File: config.mk
export PLATFORM = sky130hd
export DESIGN_NAME = rtc_timestamp_sync
export DESIGN_NICKNAME = d
export VERILOG_FILES = /design/src/rtc_sync_pkg.sv /design/src/input_conditioner.sv /design/src/rtc_timestamp_sync.sv
export SDC_FILE = /design/constraint.sdc
export NUM_CORES = 1
export LEC_CHECK = 0
export BUFFER_PORTS_ARGS = -buffer_cell sky130_fd_sc_hd__buf_2
export CAP_MARGIN = 10
export CELL_PAD_IN_SITES_DETAIL_PLACEMENT = 2
export CELL_PAD_IN_SITES_GLOBAL_PLACEMENT = 2
export CORE_MARGIN = 4
export CORE_UTILIZATION = 37
export CTS_CLUSTER_SIZE = 8
export DETAILED_ROUTE_END_ITERATION = 8
export PLACE_DENSITY_LB_ADDON = 0.2
export SLEW_MARGIN = 15
export SYNTH_ARGS = -nofsm -noshare
export SYNTH_HDL_FRONTEND = slang
export SYNTH_SLANG_ARGS = --single-unit
File: constraint.sdc
create_clock -name sys_clk -period 6.2 [get_ports sys_clk]
set_input_delay 1.24 -clock sys_clk [delete_from_list [all_inputs] [get_ports sys_clk]]
set_output_delay 1.24 -clock sys_clk [all_outputs]
set_load 0.05 [all_outputs]
File: src/rtc_sync_pkg.sv
// Function
// Stamp every input sample within one millisecond
// Align clock to external code or network
// Event time is the change's sampling instant
// Same interval: unfiltered event, then filtered event
// Peer status published on time, never delayed
// Minute sync taken from one routed input
// Sync pulse within window steps to minute
// Seconds 00-29 round down, 30-59 up
// Within window, slew slower or faster instead
// Source sends ~20 ms pulses, once a minute
// Per-input event mask suppresses chosen inputs
// Per-input filter enable; zero bypasses filter
// Slew at fixed rate, never backwards
package rtc_sync_pkg;
  // Clock and millisecond tick
  localparam int CLK_PERIOD_NS  = 100;
  localparam int MS_NS          = 1000000;
  localparam int CYC_PER_MS_DEF = MS_NS / CLK_PERIOD_NS;
  // Input count and time fields
  localparam int NIN_DEF     = 16;
  localparam int MS_W        = 16;
  localparam int MIN_W       = 11;
  localparam int STAMP_W     = MS_W + MIN_W;
  localparam int MS_PER_MIN  = 60000;
  localparam int MIN_PER_DAY = 1440;
  localparam int HALF_MIN_MS = 30000;
  // Sync window, filter, slew and publish periods in ms
  localparam int SYNC_WIN_MS = 3000;
  localparam int FILT_MS     = 10;
  localparam int SLEW_DIV_MS = 10;
  localparam int PUB_MS      = 100;
  // Internal signal bus number of the sync signal
  localparam logic [7:0] SYNC_SIG_ID = 8'h74;
  // Register byte offsets
  localparam logic [7:0] ADR_CTRL   = 8'h00;
  localparam logic [7:0] ADR_FILTEN = 8'h04;
  localparam logic [7:0] ADR_EVMASK = 8'h08;
  localparam logic [7:0] ADR_SYNC   = 8'h0C;
  localparam logic [7:0] ADR_TIME   = 8'h10;
  localparam logic [7:0] ADR_STATUS = 8'h14;
  localparam logic [7:0] ADR_IMASK  = 8'h18;
  localparam logic [7:0] ADR_INPUTS = 8'h1C;
  // Field positions
  localparam int CTRL_SLEW_BIT = 0;
  localparam int TIME_MIN_LSB  = 16;
  localparam int SYNC_ID_LSB   = 24;
  localparam int ST_UNF  = 0;
  localparam int ST_FLT  = 1;
  localparam int ST_STEP = 2;
  localparam int ST_SLEW = 3;
  localparam int ST_REJ  = 4;
  localparam int ST_W    = 5;
  // Reset values
  localparam logic [31:0] CTRL_RST   = 32'h0000_0001;
  localparam logic [31:0] FILTEN_RST = 32'h0000_FFFF;
  localparam logic [31:0] EVMASK_RST = 32'h0000_FFFF;
  localparam logic [3:0]  SEL_RST    = 4'h0;
  localparam logic [4:0]  IMASK_RST  = 5'h00;
endpackage

File: src/input_conditioner.sv
module input_conditioner #(
  parameter int NIN    = 16,
  parameter int FILT_N = 10
) (
  input  wire logic           sys_clk,
  input  wire logic           nrst,
  input  wire logic           sampleEn,
  input  wire logic [NIN-1:0] pinIn,
  output logic      [NIN-1:0] sampS,
  output logic      [NIN-1:0] filtS
);
  localparam int CW = $clog2(FILT_N + 1);

  logic [NIN-1:0] meta1Q;  // First stage, read only by second
  logic [NIN-1:0] meta2Q;  // Synchronised pin level

  // Two-flop synchroniser
  always_ff @(posedge sys_clk) begin
    if (!nrst) begin
      meta1Q <= '0;
      meta2Q <= '0;
    end else begin
      meta1Q <= pinIn;
      meta2Q <= meta1Q;
    end
  end

  // Raw sample at each ms tick
  always_ff @(posedge sys_clk) begin
    if (!nrst) begin
      sampS <= '0;
    end else if (sampleEn) begin
      sampS <= meta2Q;
    end
  end

  // Per-input filter: FILT_N equal differing samples accept
  for (genvar i = 0; i < NIN; i++) begin : g_filt
    logic [CW-1:0] cntQ;  // Consecutive differing samples
    logic          fltQ;  // Accepted level
    always_ff @(posedge sys_clk) begin
      if (!nrst) begin
        cntQ <= '0;
        fltQ <= 1'b0;
      end else if (sampleEn) begin
        if (meta2Q[i] == fltQ) begin
          cntQ <= '0;
        end else if (cntQ == CW'(FILT_N - 1)) begin
          fltQ <= meta2Q[i];
          cntQ <= '0;
        end else begin
          cntQ <= cntQ + CW'(1);
        end
      end
    end
    assign filtS[i] = fltQ;
  end
endmodule

File: src/rtc_timestamp_sync.sv
// The implementer's own choices: the register offsets and the Wishbone register port.
module rtc_timestamp_sync #(
  parameter int CYC_PER_MS = rtc_sync_pkg::CYC_PER_MS_DEF,
  parameter int NIN        = rtc_sync_pkg::NIN_DEF
) (
  input  wire logic                             sys_clk,
  input  wire logic                             nrst,
  input  wire logic                             wb_cyc_i,
  input  wire logic                             wb_stb_i,
  input  wire logic                             wb_we_i,
  input  wire logic [3:0]                       wb_sel_i,
  input  wire logic [7:0]                       wb_adr_i,
  input  wire logic [31:0]                      wb_dat_i,
  output logic      [31:0]                      wb_dat_o,
  output logic                                  wb_ack_o,
  input  wire logic [NIN-1:0]                   optoPin,
  output logic                                  irq,
  output logic                                  evValid,
  output logic                                  evFiltered,
  output logic      [NIN-1:0]                   evMask,
  output logic      [NIN-1:0]                   evState,
  output logic      [rtc_sync_pkg::STAMP_W-1:0] evStamp,
  output logic                                  pubValid,
  output logic      [NIN-1:0]                   pubState
);
  import rtc_sync_pkg::*;

  localparam int DIV_W = $clog2(CYC_PER_MS);
  localparam int SEL_W = $clog2(NIN);

  // Advance time by inc ms, wrapping minute and day
  function automatic logic [STAMP_W-1:0] advance(
      input logic [MIN_W-1:0] mn, input logic [MS_W-1:0] ms,
      input logic [1:0] inc);
    logic [MS_W:0]    s;
    logic [MIN_W-1:0] m;
    s = {1'b0, ms} + (MS_W+1)'(inc);
    m = mn;
    if (s >= (MS_W+1)'(MS_PER_MIN)) begin
      s = s - (MS_W+1)'(MS_PER_MIN);
      m = (mn == MIN_W'(MIN_PER_DAY-1)) ? '0 : mn + MIN_W'(1);
    end
    advance = {m, s[MS_W-1:0]};
  endfunction

  // Step a stamp back by d ms
  function automatic logic [STAMP_W-1:0] retreat(
      input logic [STAMP_W-1:0] t, input logic [MS_W-1:0] d);
    logic [MIN_W-1:0] m;
    logic [MS_W-1:0]  s;
    m = t[STAMP_W-1:MS_W];
    s = t[MS_W-1:0];
    if (s >= d) begin
      s = s - d;
    end else begin
      s = s + MS_W'(MS_PER_MIN) - d;
      m = (m == '0) ? MIN_W'(MIN_PER_DAY-1) : m - MIN_W'(1);
    end
    retreat = {m, s};
  endfunction

  // Byte-lane merge for register writes
  function automatic logic [31:0] merge(
      input logic [31:0] old, input logic [31:0] nw,
      input logic [3:0] sel);
    logic [31:0] r;
    r = old;
    for (int b = 0; b < 4; b++) begin
      if (sel[b]) r[b*8 +: 8] = nw[b*8 +: 8];
    end
    merge = r;
  endfunction

  logic [DIV_W-1:0]   divQ;       // Cycle count inside one ms
  logic               tickQ;      // One-cycle ms sampling pulse
  logic               tickDQ;     // Samples visible
  logic [MS_W-1:0]    msQ;        // Ms within minute
  logic [MIN_W-1:0]   minQ;       // Minute of day
  logic [STAMP_W-1:0] stampQ;     // Time at last sampling instant
  logic [11:0]        slewRemQ;   // Ms still to correct
  logic               slewFastQ;  // Clock behind, run faster
  logic [3:0]         slewDivQ;   // Ticks between corrections
  logic [31:0]        ctrlQ;      // Control, bit 0 enables slewing
  logic [NIN-1:0]     filtEnQ;    // Per-input filter enables
  logic [NIN-1:0]     evMaskQ;    // Per-input event enables
  logic [SEL_W-1:0]   syncSelQ;   // Input routed to sync signal
  logic [ST_W-1:0]    statusQ;    // Sticky event flags
  logic [ST_W-1:0]    imaskQ;     // Interrupt enables
  logic [NIN-1:0]     sampS;      // Raw sampled inputs
  logic [NIN-1:0]     filtS;      // Filtered inputs
  logic [NIN-1:0]     sampPrevQ;  // Previous raw samples
  logic [NIN-1:0]     fltPrevQ;   // Previous filtered states
  logic               syncPrevQ;  // Previous sync level
  logic               fltPendQ;   // Filtered event waiting
  logic [NIN-1:0]     fltChgQ;    // Its changed inputs
  logic [NIN-1:0]     fltStateQ;  // Its states
  logic [STAMP_W-1:0] fltStampQ;  // Its stamp
  logic [6:0]         pubCntQ;    // Ticks since last publication
  logic [NIN-1:0]     condS;      // Inputs as the logic sees them
  logic [NIN-1:0]     unfChg;     // Masked unfiltered changes
  logic [NIN-1:0]     fltChg;     // Masked filtered changes
  logic [MS_W-1:0]    errMs;      // Distance to nearest minute
  logic               roundUp;    // Nearest minute is the next one
  logic               inWin;      // Within the sync window
  logic               syncRise;   // Sync pulse seen this cycle
  logic               slewAct;    // Apply one slew ms this tick
  logic [1:0]         incr;       // Ms added this tick
  logic               acc;        // Bus access taken this cycle
  logic               wrEn;       // Write taken
  logic               timeWr;     // Software time load

  input_conditioner #(.NIN(NIN), .FILT_N(FILT_MS)) u_cond (
    .sys_clk  (sys_clk),
    .nrst     (nrst),
    .sampleEn (tickQ),
    .pinIn    (optoPin),
    .sampS    (sampS),
    .filtS    (filtS)
  );

  // filter bypass select
  assign condS = (filtS & filtEnQ) | (sampS & ~filtEnQ);
  // per-input event masking
  assign unfChg = (sampS ^ sampPrevQ) & ~filtEnQ & evMaskQ;
  assign fltChg = (filtS ^ fltPrevQ) & filtEnQ & evMaskQ;

  // distance to the nearest minute
  assign roundUp = msQ >= MS_W'(HALF_MIN_MS);
  assign errMs   = roundUp ? MS_W'(MS_PER_MIN) - msQ : msQ;
  assign inWin   = errMs <= MS_W'(SYNC_WIN_MS);
  // sync edge from routed input, R10 keeps it rare
  assign syncRise = tickDQ && condS[syncSelQ] && !syncPrevQ;
  // fixed slew rate, zero or two ms on every tenth tick
  assign slewAct = tickQ && (slewRemQ != '0)
                   && (slewDivQ == 4'(SLEW_DIV_MS - 1));
  assign incr = slewAct ? (slewFastQ ? 2'h2 : 2'h0) : 2'h1;

  assign acc    = wb_cyc_i && wb_stb_i && !wb_ack_o;
  assign wrEn   = acc && wb_we_i;
  assign timeWr = wrEn && (wb_adr_i == ADR_TIME);

  // Ms divider; R02: a time load realigns the ms phase
  always_ff @(posedge sys_clk) begin
    if (!nrst || timeWr) begin
      divQ  <= '0;
      tickQ <= 1'b0;
    end else begin
      tickQ <= divQ == DIV_W'(CYC_PER_MS - 1);
      divQ  <= (divQ == DIV_W'(CYC_PER_MS - 1)) ? '0 : divQ + DIV_W'(1);
    end
  end

  // Samples settle one cycle after the tick
  always_ff @(posedge sys_clk) begin
    if (!nrst) begin
      tickDQ <= 1'b0;
    end else begin
      tickDQ <= tickQ;
    end
  end

  // Real-time clock
  always_ff @(posedge sys_clk) begin
    if (!nrst) begin
      msQ  <= '0;
      minQ <= '0;
    // load from external time source
    end else if (timeWr) begin
      {minQ, msQ} <= STAMP_W'(merge({5'h00, minQ, msQ}, wb_dat_i,
                                    wb_sel_i));
    // step to the nearest minute
    end else if (syncRise && inWin && !ctrlQ[CTRL_SLEW_BIT]) begin
      if (roundUp) begin
        {minQ, msQ} <= advance(minQ, MS_W'(MS_PER_MIN - 1), 2'h1);
      end else begin
        msQ <= '0;
      end
    end else if (tickQ) begin
      {minQ, msQ} <= advance(minQ, msQ, incr);
    end
  end

  // gradual correction of a small offset
  always_ff @(posedge sys_clk) begin
    if (!nrst || timeWr) begin
      slewRemQ  <= '0;
      slewFastQ <= 1'b0;
      slewDivQ  <= '0;
    end else if (syncRise && inWin && ctrlQ[CTRL_SLEW_BIT]) begin
      slewRemQ  <= errMs[11:0];
      slewFastQ <= roundUp;
      slewDivQ  <= '0;
    end else if (tickQ && slewRemQ != '0) begin
      slewDivQ <= slewAct ? '0 : slewDivQ + 4'h1;
      if (slewAct) slewRemQ <= slewRemQ - 12'h001;
    end
  end

  // stamp of each sampling instant
  always_ff @(posedge sys_clk) begin
    if (!nrst) begin
      stampQ <= '0;
    end else if (tickQ) begin
      stampQ <= {minQ, msQ};
    end
  end

  // Previous levels for change detection
  always_ff @(posedge sys_clk) begin
    if (!nrst) begin
      sampPrevQ <= '0;
      fltPrevQ  <= '0;
      syncPrevQ <= 1'b0;
    end else if (tickDQ) begin
      sampPrevQ <= sampS;
      fltPrevQ  <= filtS;
      syncPrevQ <= condS[syncSelQ];
    end
  end

  // unfiltered event first, filtered one cycle later
  always_ff @(posedge sys_clk) begin
    if (!nrst) begin
      evValid    <= 1'b0;
      evFiltered <= 1'b0;
      evMask     <= '0;
      evState    <= '0;
      evStamp    <= '0;
      fltPendQ   <= 1'b0;
      fltChgQ    <= '0;
      fltStateQ  <= '0;
      fltStampQ  <= '0;
    end else if (tickDQ) begin
      evValid    <= unfChg != '0;
      evFiltered <= 1'b0;
      evMask     <= unfChg;
      evState    <= sampS;
      // unfiltered stamp is this sampling instant
      evStamp    <= stampQ;
      fltPendQ   <= fltChg != '0;
      fltChgQ    <= fltChg;
      fltStateQ  <= filtS;
      // filtered stamp is the first differing sample
      fltStampQ  <= retreat(stampQ, MS_W'(FILT_MS - 1));
    end else begin
      evValid    <= fltPendQ;
      evFiltered <= fltPendQ;
      if (fltPendQ) begin
        evMask  <= fltChgQ;
        evState <= fltStateQ;
        evStamp <= fltStampQ;
      end
      fltPendQ <= 1'b0;
    end
  end

  // time-driven publication of input states
  always_ff @(posedge sys_clk) begin
    if (!nrst) begin
      pubCntQ  <= '0;
      pubValid <= 1'b0;
      pubState <= '0;
    end else begin
      pubValid <= 1'b0;
      if (tickDQ) begin
        if (pubCntQ == 7'(PUB_MS - 1)) begin
          pubCntQ  <= '0;
          pubValid <= 1'b1;
          pubState <= condS;
        end else begin
          pubCntQ <= pubCntQ + 7'h01;
        end
      end
    end
  end

  // Configuration registers
  always_ff @(posedge sys_clk) begin
    if (!nrst) begin
      ctrlQ    <= CTRL_RST;
      filtEnQ  <= FILTEN_RST[NIN-1:0];
      evMaskQ  <= EVMASK_RST[NIN-1:0];
      syncSelQ <= SEL_RST[SEL_W-1:0];
      imaskQ   <= IMASK_RST;
    end else if (wrEn) begin
      case (wb_adr_i)
        ADR_CTRL: ctrlQ <= merge(ctrlQ, wb_dat_i, wb_sel_i) & CTRL_RST;
        ADR_FILTEN: filtEnQ <= NIN'(merge(32'(filtEnQ), wb_dat_i,
                                          wb_sel_i));
        ADR_EVMASK: evMaskQ <= NIN'(merge(32'(evMaskQ), wb_dat_i,
                                          wb_sel_i));
        ADR_SYNC: if (wb_sel_i[0]) syncSelQ <= wb_dat_i[SEL_W-1:0];
        ADR_IMASK: if (wb_sel_i[0]) imaskQ <= wb_dat_i[ST_W-1:0];
        default: ;
      endcase
    end
  end

  // Sticky status, read clears, a new event wins
  always_ff @(posedge sys_clk) begin
    if (!nrst) begin
      statusQ <= '0;
    end else begin
      statusQ <= ((acc && !wb_we_i && wb_adr_i == ADR_STATUS)
                  ? '0 : statusQ)
        | (ST_W'(tickDQ && unfChg != '0) << ST_UNF)
        | (ST_W'(!tickDQ && fltPendQ) << ST_FLT)
        | (ST_W'(syncRise && inWin && !ctrlQ[CTRL_SLEW_BIT]) << ST_STEP)
        | (ST_W'(syncRise && inWin && ctrlQ[CTRL_SLEW_BIT]) << ST_SLEW)
        | (ST_W'(syncRise && !inWin) << ST_REJ);
    end
  end

  // Level interrupt from unmasked flags
  always_ff @(posedge sys_clk) begin
    if (!nrst) begin
      irq <= 1'b0;
    end else begin
      irq <= |(statusQ & imaskQ);
    end
  end

  // Wishbone slave: ack one cycle after strobe
  always_ff @(posedge sys_clk) begin
    if (!nrst) begin
      wb_ack_o <= 1'b0;
      wb_dat_o <= '0;
    end else begin
      wb_ack_o <= acc;
      if (acc && !wb_we_i) begin
        case (wb_adr_i)
          ADR_CTRL:   wb_dat_o <= ctrlQ;
          ADR_FILTEN: wb_dat_o <= 32'(filtEnQ);
          ADR_EVMASK: wb_dat_o <= 32'(evMaskQ);
          ADR_SYNC:   wb_dat_o <= (32'(SYNC_SIG_ID) << SYNC_ID_LSB)
                                  | 32'(syncSelQ);
          ADR_TIME:   wb_dat_o <= 32'({minQ, msQ});
          ADR_STATUS: wb_dat_o <= 32'(statusQ);
          ADR_IMASK:  wb_dat_o <= 32'(imaskQ);
          ADR_INPUTS: wb_dat_o <= 32'(condS);
          default:    wb_dat_o <= '0;
        endcase
      end
    end
  end

  ack_pulse_a: assert property (@(posedge sys_clk) disable iff (!nrst)
    wb_ack_o |=> !wb_ack_o)
    else $error("ack held longer than one cycle");

  stamp_instant_a: assert property (
    @(posedge sys_clk) disable iff (!nrst)
    tickQ && !timeWr |=> stampQ == $past({minQ, msQ}))
    else $error("stamp is not the sampling instant");

  filt_stamp_a: assert property (
    @(posedge sys_clk) disable iff (!nrst)
    tickDQ && fltChg != '0 |=> ##1 evValid && evFiltered
      && evStamp == retreat($past(stampQ, 2), MS_W'(FILT_MS - 1)))
    else $error("filtered event stamp wrong");

  unf_first_a: assert property (
    @(posedge sys_clk) disable iff (!nrst)
    tickDQ && unfChg != '0 && fltChg != '0
      |=> evValid && !evFiltered ##1 evValid && evFiltered)
    else $error("event order wrong");

  pub_now_a: assert property (
    @(posedge sys_clk) disable iff (!nrst)
    pubValid |-> pubState == $past(condS))
    else $error("publication delayed");

  step_down_a: assert property (
    @(posedge sys_clk) disable iff (!nrst)
    syncRise && inWin && !ctrlQ[CTRL_SLEW_BIT] && !roundUp && !timeWr
      |=> msQ == '0 && minQ == $past(minQ))
    else $error("round down failed");

  step_up_a: assert property (
    @(posedge sys_clk) disable iff (!nrst)
    syncRise && inWin && !ctrlQ[CTRL_SLEW_BIT] && roundUp && !timeWr
      |=> msQ == '0 && minQ != $past(minQ))
    else $error("round up failed");

  slew_load_a: assert property (
    @(posedge sys_clk) disable iff (!nrst)
    syncRise && inWin && ctrlQ[CTRL_SLEW_BIT] && !timeWr
      |=> slewRemQ == $past(errMs[11:0]) && slewFastQ == $past(roundUp))
    else $error("slew not started");

  ev_masked_a: assert property (
    @(posedge sys_clk) disable iff (!nrst)
    tickDQ |=> !evValid || (evMask & ~$past(evMaskQ)) == '0)
    else $error("masked input logged");

  no_back_a: assert property (
    @(posedge sys_clk) disable iff (!nrst)
    tickQ && !timeWr
      |=> minQ != $past(minQ) || (msQ >= $past(msQ)
          && msQ <= $past(msQ) + MS_W'(2)))
    else $error("clock went back or jumped");
endmodule

# After elaboration in Yosys (flattened, before gate mapping)
# Cells that the tools add are included.
[op_classes] addsub=28 mul=0 div_mod_pow=0 n_lt_le_gt_ge=5 n_eq_ne=48 n_shift=0 n_mux=69 bitwise=33 reduce_logical=68
[op_table] op="case mux 31 bit (8 select lines)" count=1
[op_table] op="two-way mux 16 bit" count=10
[op_table] op="two-way mux 4 bit" count=33
[op_table] op="AND 16 bit" count=6
[op_table] op="two-way mux 11 bit" count=8
[op_table] op="AND reduction 3 bit" count=23
[op_table] op="adder 4 x 1 -> 4 bit (second input constant)" count=17
[op_table] op="equality test 4 bit (second input constant)" count=17
[op_table] op="two-way mux 27 bit" count=2
[op_table] op="two-way mux 12 bit" count=3
[op_table] op="equality test 8 x 5 -> 1 bit (second input constant)" count=4
[op_table] op="nonzero test 16 bit" count=2
[op_table] op="subtractor 16 x 4 -> 16 bit (second input constant)" count=2
[op_table] op="XOR 16 bit" count=2
[op_table] op="two-way mux 8 bit" count=3
[op_table] op="adder 16 x 2 -> 17 bit" count=1
[op_table] op=">= comparator 17 x 16 -> 1 bit (second input constant)" count=1
[op_table] op="inverter 1 bit" count=17
[op_table] op="adder 16 bit (second input constant)" count=1
[op_table] op="equality test 1 bit" count=16
[op_table] op="equality test 8 x 4 -> 1 bit (second input constant)" count=2
[op_table] op=">= comparator 16 x 15 -> 1 bit (second input constant)" count=1
[op_table] op=">= comparator 16 x 4 -> 1 bit (second input constant)" count=1
[op_table] op="<= comparator 16 x 12 -> 1 bit (second input constant)" count=1
[op_table] op="40 further kinds" count=77
[word_totals] register_bits=458 latchBits=0 mem_bits_rw=0 romBits=0 input_bits=65 output_inout_bits=112 mem_count=0

# Longest topological paths before layout
[depth] ltp_word=12 depth_mapped=24 mapped_depth_nobuf=22

# Modules after synthesis
# From an unflattened synthesis, not the netlist that was laid out.
[hier_totals] hier_cells=2581 hier_area_um2=22330.2
[by_module_without_submodules] module="rtc_timestamp_sync" instances=1 cells_per_inst=1986 area_per_inst_um2=16542.1
[by_module_without_submodules] module="input_conditioner" instances=1 cells_per_inst=595 area_per_inst_um2=5788.1

# Worst setup path after synthesis
# OpenSTA, ideal clock, no wires.
[synth_path] path_kind="register to register" from="reg slewRemQ[4]" to="reg minQ[10]" setup_time_ns=0.122 arrival_time_ns=5.523 t_required_ns=6.078 path_slack_ns=0.555 stages_incl_launch_ff=23 path_buffers=2 path_cell_list="dfxtp_1 -> or4_1 -> nor4_1 -> a41oi_1 -> and2_1 -> clkbuf_1 -> inv_1 -> ha_1 -> inv_1 -> fa_1 -> nand4b_1 -> o21ai_0 -> nand2_1 -> ha_1 -> nand2b_1 -> or4_4 -> o221a_4 -> a2111oi_4 -> nor2_2 -> and3_4 -> a21o_1 -> buf_6 -> o311a_1"
[synth_between] elab_chain_len=8
[synth_lines] item="start, declared" line_no="rtc_timestamp_sync.sv:80" rtl="logic [11:0] slewRemQ;"
[synth_lines] item="start signal, assigned" line_no="rtc_timestamp_sync.sv:190" rtl="slewRemQ <= errMs[11:0];"
[synth_lines] item="start signal, assigned" line_no="rtc_timestamp_sync.sv:195" rtl="if (slewAct) slewRemQ <= slewRemQ - 12'h001;"
[synth_lines] item="nonzero test 12 bit" line_no="rtc_timestamp_sync.sv:134" rtl="assign slewAct = tickQ && (slewRemQ != '0)"
[synth_lines] item="logical AND 1 bit" line_no="rtc_timestamp_sync.sv:134"
[synth_lines] item="logical AND 1 bit" line_no="rtc_timestamp_sync.sv:135" rtl="&& (slewDivQ == 4'(SLEW_DIV_MS - 1));"
[synth_lines] item="two-way mux 2 bit" line_no="rtc_timestamp_sync.sv:136" rtl="assign incr = slewAct ? (slewFastQ ? 2'h2 : 2'h0) : 2'h1;"
[synth_lines] item="adder 16 x 2 -> 17 bit" line_no="rtc_timestamp_sync.sv:37" rtl="s = {1'b0, ms} + (MS_W+1)'(inc);"
[synth_lines] item=">= comparator 17 x 16 -> 1 bit" line_no="rtc_timestamp_sync.sv:39" rtl="if (s >= (MS_W+1)'(MS_PER_MIN)) begin"
[synth_lines] item="nonzero test 3 bit (no source line)"
[synth_lines] item="AND reduction 4 bit (no source line)"
[synth_lines] item="end signal, assigned" line_no="rtc_timestamp_sync.sv:169" rtl="{minQ, msQ} <= STAMP_W'(merge({5'h00, minQ, msQ}, wb_dat_i,"
[synth_lines] item="end signal, assigned" line_no="rtc_timestamp_sync.sv:174" rtl="{minQ, msQ} <= advance(minQ, MS_W'(MS_PER_MIN - 1), 2'h1);"
[synth_lines] item="end signal, assigned" line_no="rtc_timestamp_sync.sv:179" rtl="{minQ, msQ} <= advance(minQ, msQ, incr);"
[synth_lines] item="end, declared" line_no="rtc_timestamp_sync.sv:78" rtl="logic [MIN_W-1:0] minQ;"
# Every way passes these cells.
# A chain may end at the register's enable or synchronous reset.

# Worst setup path in the final report
[layout_path] from="reg slewRemQ[4]" to="reg minQ[4]"
# Same word-level chain as after synthesis.

==> run_summary.xml <==
<?xml version="1.0" encoding="UTF-8"?>
<metrics>
  <group name="routing">
    <metric name="detail-route-antenna-nets" unit="">0</metric>
    <metric name="finalWirelength" unit="µm">79400</metric>
    <metric name="drtIter0Drc" unit="">982</metric>
    <metric name="post_drt_wl_per_cell" unit="µm">23.4</metric>
    <metric name="drc" unit="">0</metric>
    <metric name="via_per_inst" unit="">5.69</metric>
    <metric name="dr.pass1.iters" unit="">6</metric>
    <metric name="route.vias.total" unit="">19336</metric>
  </group>
  <group name="power_and_ir_drop">
    <metric name="p_leak" unit="µW">0.00961</metric>
    <metric name="p_per_area" unit="nW/µm²">257</metric>
    <metric name="worst_ir_drop_vdd" unit="µV">174</metric>
    <metric name="finalPower" unit="µW">6300</metric>
  </group>
  <group name="synthesis">
    <metric name="synth_area_leaders" unit="">dfxtp_1 (43%), mux2i_1 (7.5%), nor2_1 (7.3%), nand2_1 (4.0%), a21oi_1 (4.0%)</metric>
    <metric name="synth_enable_flop_cells" unit="">0</metric>
    <metric name="post_syn_instances" unit="">2529</metric>
    <metric name="combinational_family_with_the_most_area_after_synthesis" unit="">simple AND/OR/NAND/NOR gates</metric>
    <metric name="yosys.area_share.simple" unit="%">22.8</metric>
    <metric name="adder_cell_area_share_of_the_yosys_netlist" unit="%">2.79</metric>
    <metric name="synthArstFlopShare" unit="%">0</metric>
    <metric name="yosys-mux-area-fraction" unit="%">8.49</metric>
    <metric name="postSynthRegisterBits" unit="">454</metric>
    <metric name="yosys_top_cell_by_area" unit="">dfxtp_1</metric>
    <metric name="synthXorXnorAreaFrac" unit="%">5.78</metric>
    <metric name="netlist_top_cells_count" unit="">dfxtp_1 (454), nor2_1 (417), nand2_1 (228)</metric>
    <metric name="post-synth-top-area-fraction" unit="%">42.5</metric>
    <metric name="post_synthesis_compound_gate_area_fraction" unit="%">13.7</metric>
    <metric name="syn_avg_cell_area" unit="µm²">8.45</metric>
    <metric name="synth.lib_cells_used.distinct" unit="">85</metric>
    <metric name="synthesis_warning_total" unit="">0</metric>
    <metric name="main_flop_type_after_synthesis" unit="">dfxtp_1</metric>
    <metric name="synth.yosys.seq_area_share" unit="%">42.5</metric>
    <metric name="post_synth_instance_area" unit="µm²">21400</metric>
    <metric name="synthMostInstantiatedCell" unit="">dfxtp_1</metric>
  </group>
  <group name="final_layout">
    <metric name="fin_nets" unit="">2747</metric>
    <metric name="finish.instance_area" unit="µm²">24500</metric>
    <metric name="syn_to_layout_area_delta" unit="%">14.8</metric>
    <metric name="drive_above_1_share" unit="%">11.7</metric>
    <metric name="filler_cell_count" unit="">6350</metric>
  </group>
  <group name="floorplanning">
    <metric name="initial_utilization" unit="%">37.6</metric>
    <metric name="placeableCoreArea" unit="µm²">56800</metric>
    <metric name="die_area" unit="µm²">61700</metric>
    <metric name="floorplan.die.width" unit="µm">248</metric>
    <metric name="floorplan.die.height" unit="µm">248</metric>
    <metric name="boundaryPins" unit="">177</metric>
    <metric name="core.rowCount" unit="">87</metric>
  </group>
  <group name="status">
    <metric name="run_status" unit="">completed</metric>
  </group>
  <group name="worst_setup_path">
    <metric name="timing.critical_path.required" unit="ps">6680</metric>
    <metric name="worst_path_fanout_max" unit="">10</metric>
    <metric name="worstPathArrival" unit="ps">6320</metric>
    <metric name="start_kind" unit="">flop</metric>
    <metric name="cp_capture_type" unit="">flop</metric>
    <metric name="worst-setup-path-type" unit="">reg -&gt; reg</metric>
  </group>
  <group name="timing">
    <metric name="fin_crit_sh" unit="%">94.1</metric>
    <metric name="achievable-frequency" unit="MHz">171</metric>
    <metric name="slew_viol_final" unit="">0</metric>
    <metric name="rsz0062_at_grt" unit="">no</metric>
    <metric name="period_minus_slack" unit="ps">5840</metric>
    <metric name="setup-tns-final" unit="ps">0</metric>
    <metric name="timing.max_slew.rel_slack" unit="%">21.0</metric>
    <metric name="setup_viol" unit="">0</metric>
    <metric name="timing.clock.skew" unit="ps">23.3</metric>
    <metric name="worst_slack" unit="ps">365</metric>
    <metric name="final_hold_viol_count" unit="">0</metric>
    <metric name="slew_of_the_pin_with_the_lowest_slew_margin" unit="ps">1180</metric>
  </group>
  <group name="clock_tree">
    <metric name="cts_setup_buffers" unit="">0</metric>
    <metric name="cts.htree.levels" unit="">3</metric>
    <metric name="clock_tree_root" unit="">clkbuf_16</metric>
    <metric name="cts_made_buffers" unit="">66</metric>
    <metric name="clock-sinks" unit="">454</metric>
    <metric name="tritoncts" unit="">built</metric>
    <metric name="cts.path.max_buffers" unit="">3</metric>
    <metric name="worst_skew_pair.late_latency" unit="ps">600</metric>
    <metric name="clk_pin_slew_worst_paths" unit="ps">60</metric>
  </group>
  <group name="place">
    <metric name="global_placer_s_final_weighted_congestion" unit="">0.857</metric>
    <metric name="detailed_place_hpwl" unit="µm">56700</metric>
    <metric name="pre_cts_slack" unit="ps">163</metric>
    <metric name="dpl_cell_area" unit="µm²">22800</metric>
    <metric name="port-buffer-count" unit="">169</metric>
  </group>
  <group name="global_routing">
    <metric name="grt_usage" unit="%">25.3</metric>
    <metric name="via_count_of_the_first_global_routing_pass" unit="">20647</metric>
    <metric name="maximum_number_of_pins_on_one_net_before_global_route_repair" unit="">109</metric>
    <metric name="antenna_violations_before_repair" unit="">2</metric>
    <metric name="overflow" unit="">0</metric>
    <metric name="grt_first_pass_wirelength" unit="µm">122000</metric>
  </group>
  <group name="run">
    <metric name="timing.max_cap.violations" unit="">0</metric>
  </group>
  <group name="hold_path">
    <metric name="hold_path_class" unit="">reg -&gt; reg</metric>
  </group>
</metrics>
worst max-delay path, cell delays in order, from the launching register on:
cell       delay, ps
dfxtp_1          350
or4_1            660
nor4_4           240
a41oi_1          190
and2_1           290
inv_1            100
ha_1             190
inv_1             70
fa_1             440
nand4b_1         250
o21ai_1          220
nand2_1          100
ha_1             240
nand2b_1         150
or4_4            450
o221a_4          290
a2111oi_4        370
nor2_2           150
and3_4           240
a21oi_2          340
nand2_1          180
a31o_1           230
where the power goes:
part           switching, µW  total (µW)  internal (µW)  leakage (µW)
registers               13.9        2950           2940       0.00367
logic                   96.4         128           32.1       0.00509
clock network           1290        3220           1930      0.000855
cells by family after synthesis:
kind of cell | count (synthesis)
AOI/OAI and AO/OA | 459
and+or+nand+nor | 1041
muxes | 176
adders and majority gates | 47
buffers and inverters | 210
other | 1
DFF | 454
xor gates and xnor gates | 141
stage by stage:
step	hold slack (ps)	std cells	utilization, %
2_1_floorplan	412	2530	-
3_3_place_gp	415	3323	40.1
3_5_place_dp	428	3323	40.1
4_1_cts	429	3398	43.1
5_1_grt	453	3399	43.2
6_report	435	3399	43.2
final timing paths:
check | startpoint | end | slack (ps) | cells past startpoint
max | slewRemQ[4] | minQ[4] | 360 | 21
min | u_cond.meta1Q[5] | u_cond.meta2Q[5] | 440 | 1
max reg2reg | slewRemQ[4] | minQ[4] | 360 | 21
min reg2reg | u_cond.meta1Q[5] | u_cond.meta2Q[5] | 440 | 1
what timing repair did:
item	in CTS	in global routing
setup endpoints to repair	0	13
hold buffers	0	0
resized for setup	0	5
cell type report:
class,instances,area (µm²),area share [%]
clock buffer,73,1720,7.01
clock inverter,2,25.0,0.102
multi-input combinational,1866,11500,46.9
tap,756,946,3.85
timing repair buffer,195,1040,4.25
sequential,454,9100,37.1
inverter,52,203,0.826
antenna,1,2.50,0.0102
registers in the layout (all words and copies together) (netlist names), 27 cells and up:
signal	flops
fltStampQ	27
wb_dat_o	28
stampQ	27
u_cond.g_filt.cntQ	64
evStamp	27
per-layer routing:
metal | vias up | part of all wire [%] | GRT usage (%) | wire length [µm]
met2 | 377 | 50 | 45.0 | 39500
met3 | 157 | 3.7 | 3.64 | 2960
met4 | 0 | 3.9 | 9.78 | 3140
met1 | 9802 | 43 | 31.0 | 33800
li1 | 9000 | - | - | -
met5 | - | 0 | 0 | 0
placed cells by master (no fill, tap or decap), drive strengths merged, types with 25 or more instances in the layout:
master	instances
a211oi	75
a21oi	171
and2	45
and3	44
buf	195
clkbuf	73
dfxtp	454
ha	46
inv	52
mux2i	160
nand2	228
nand3	96
nand3b	26
nor2	418
nor2b	25
nor3	36
nor3b	25
o21ai	81
xnor2	57
xor2	84
Note: power is estimated with default switching activity, not from simulation.
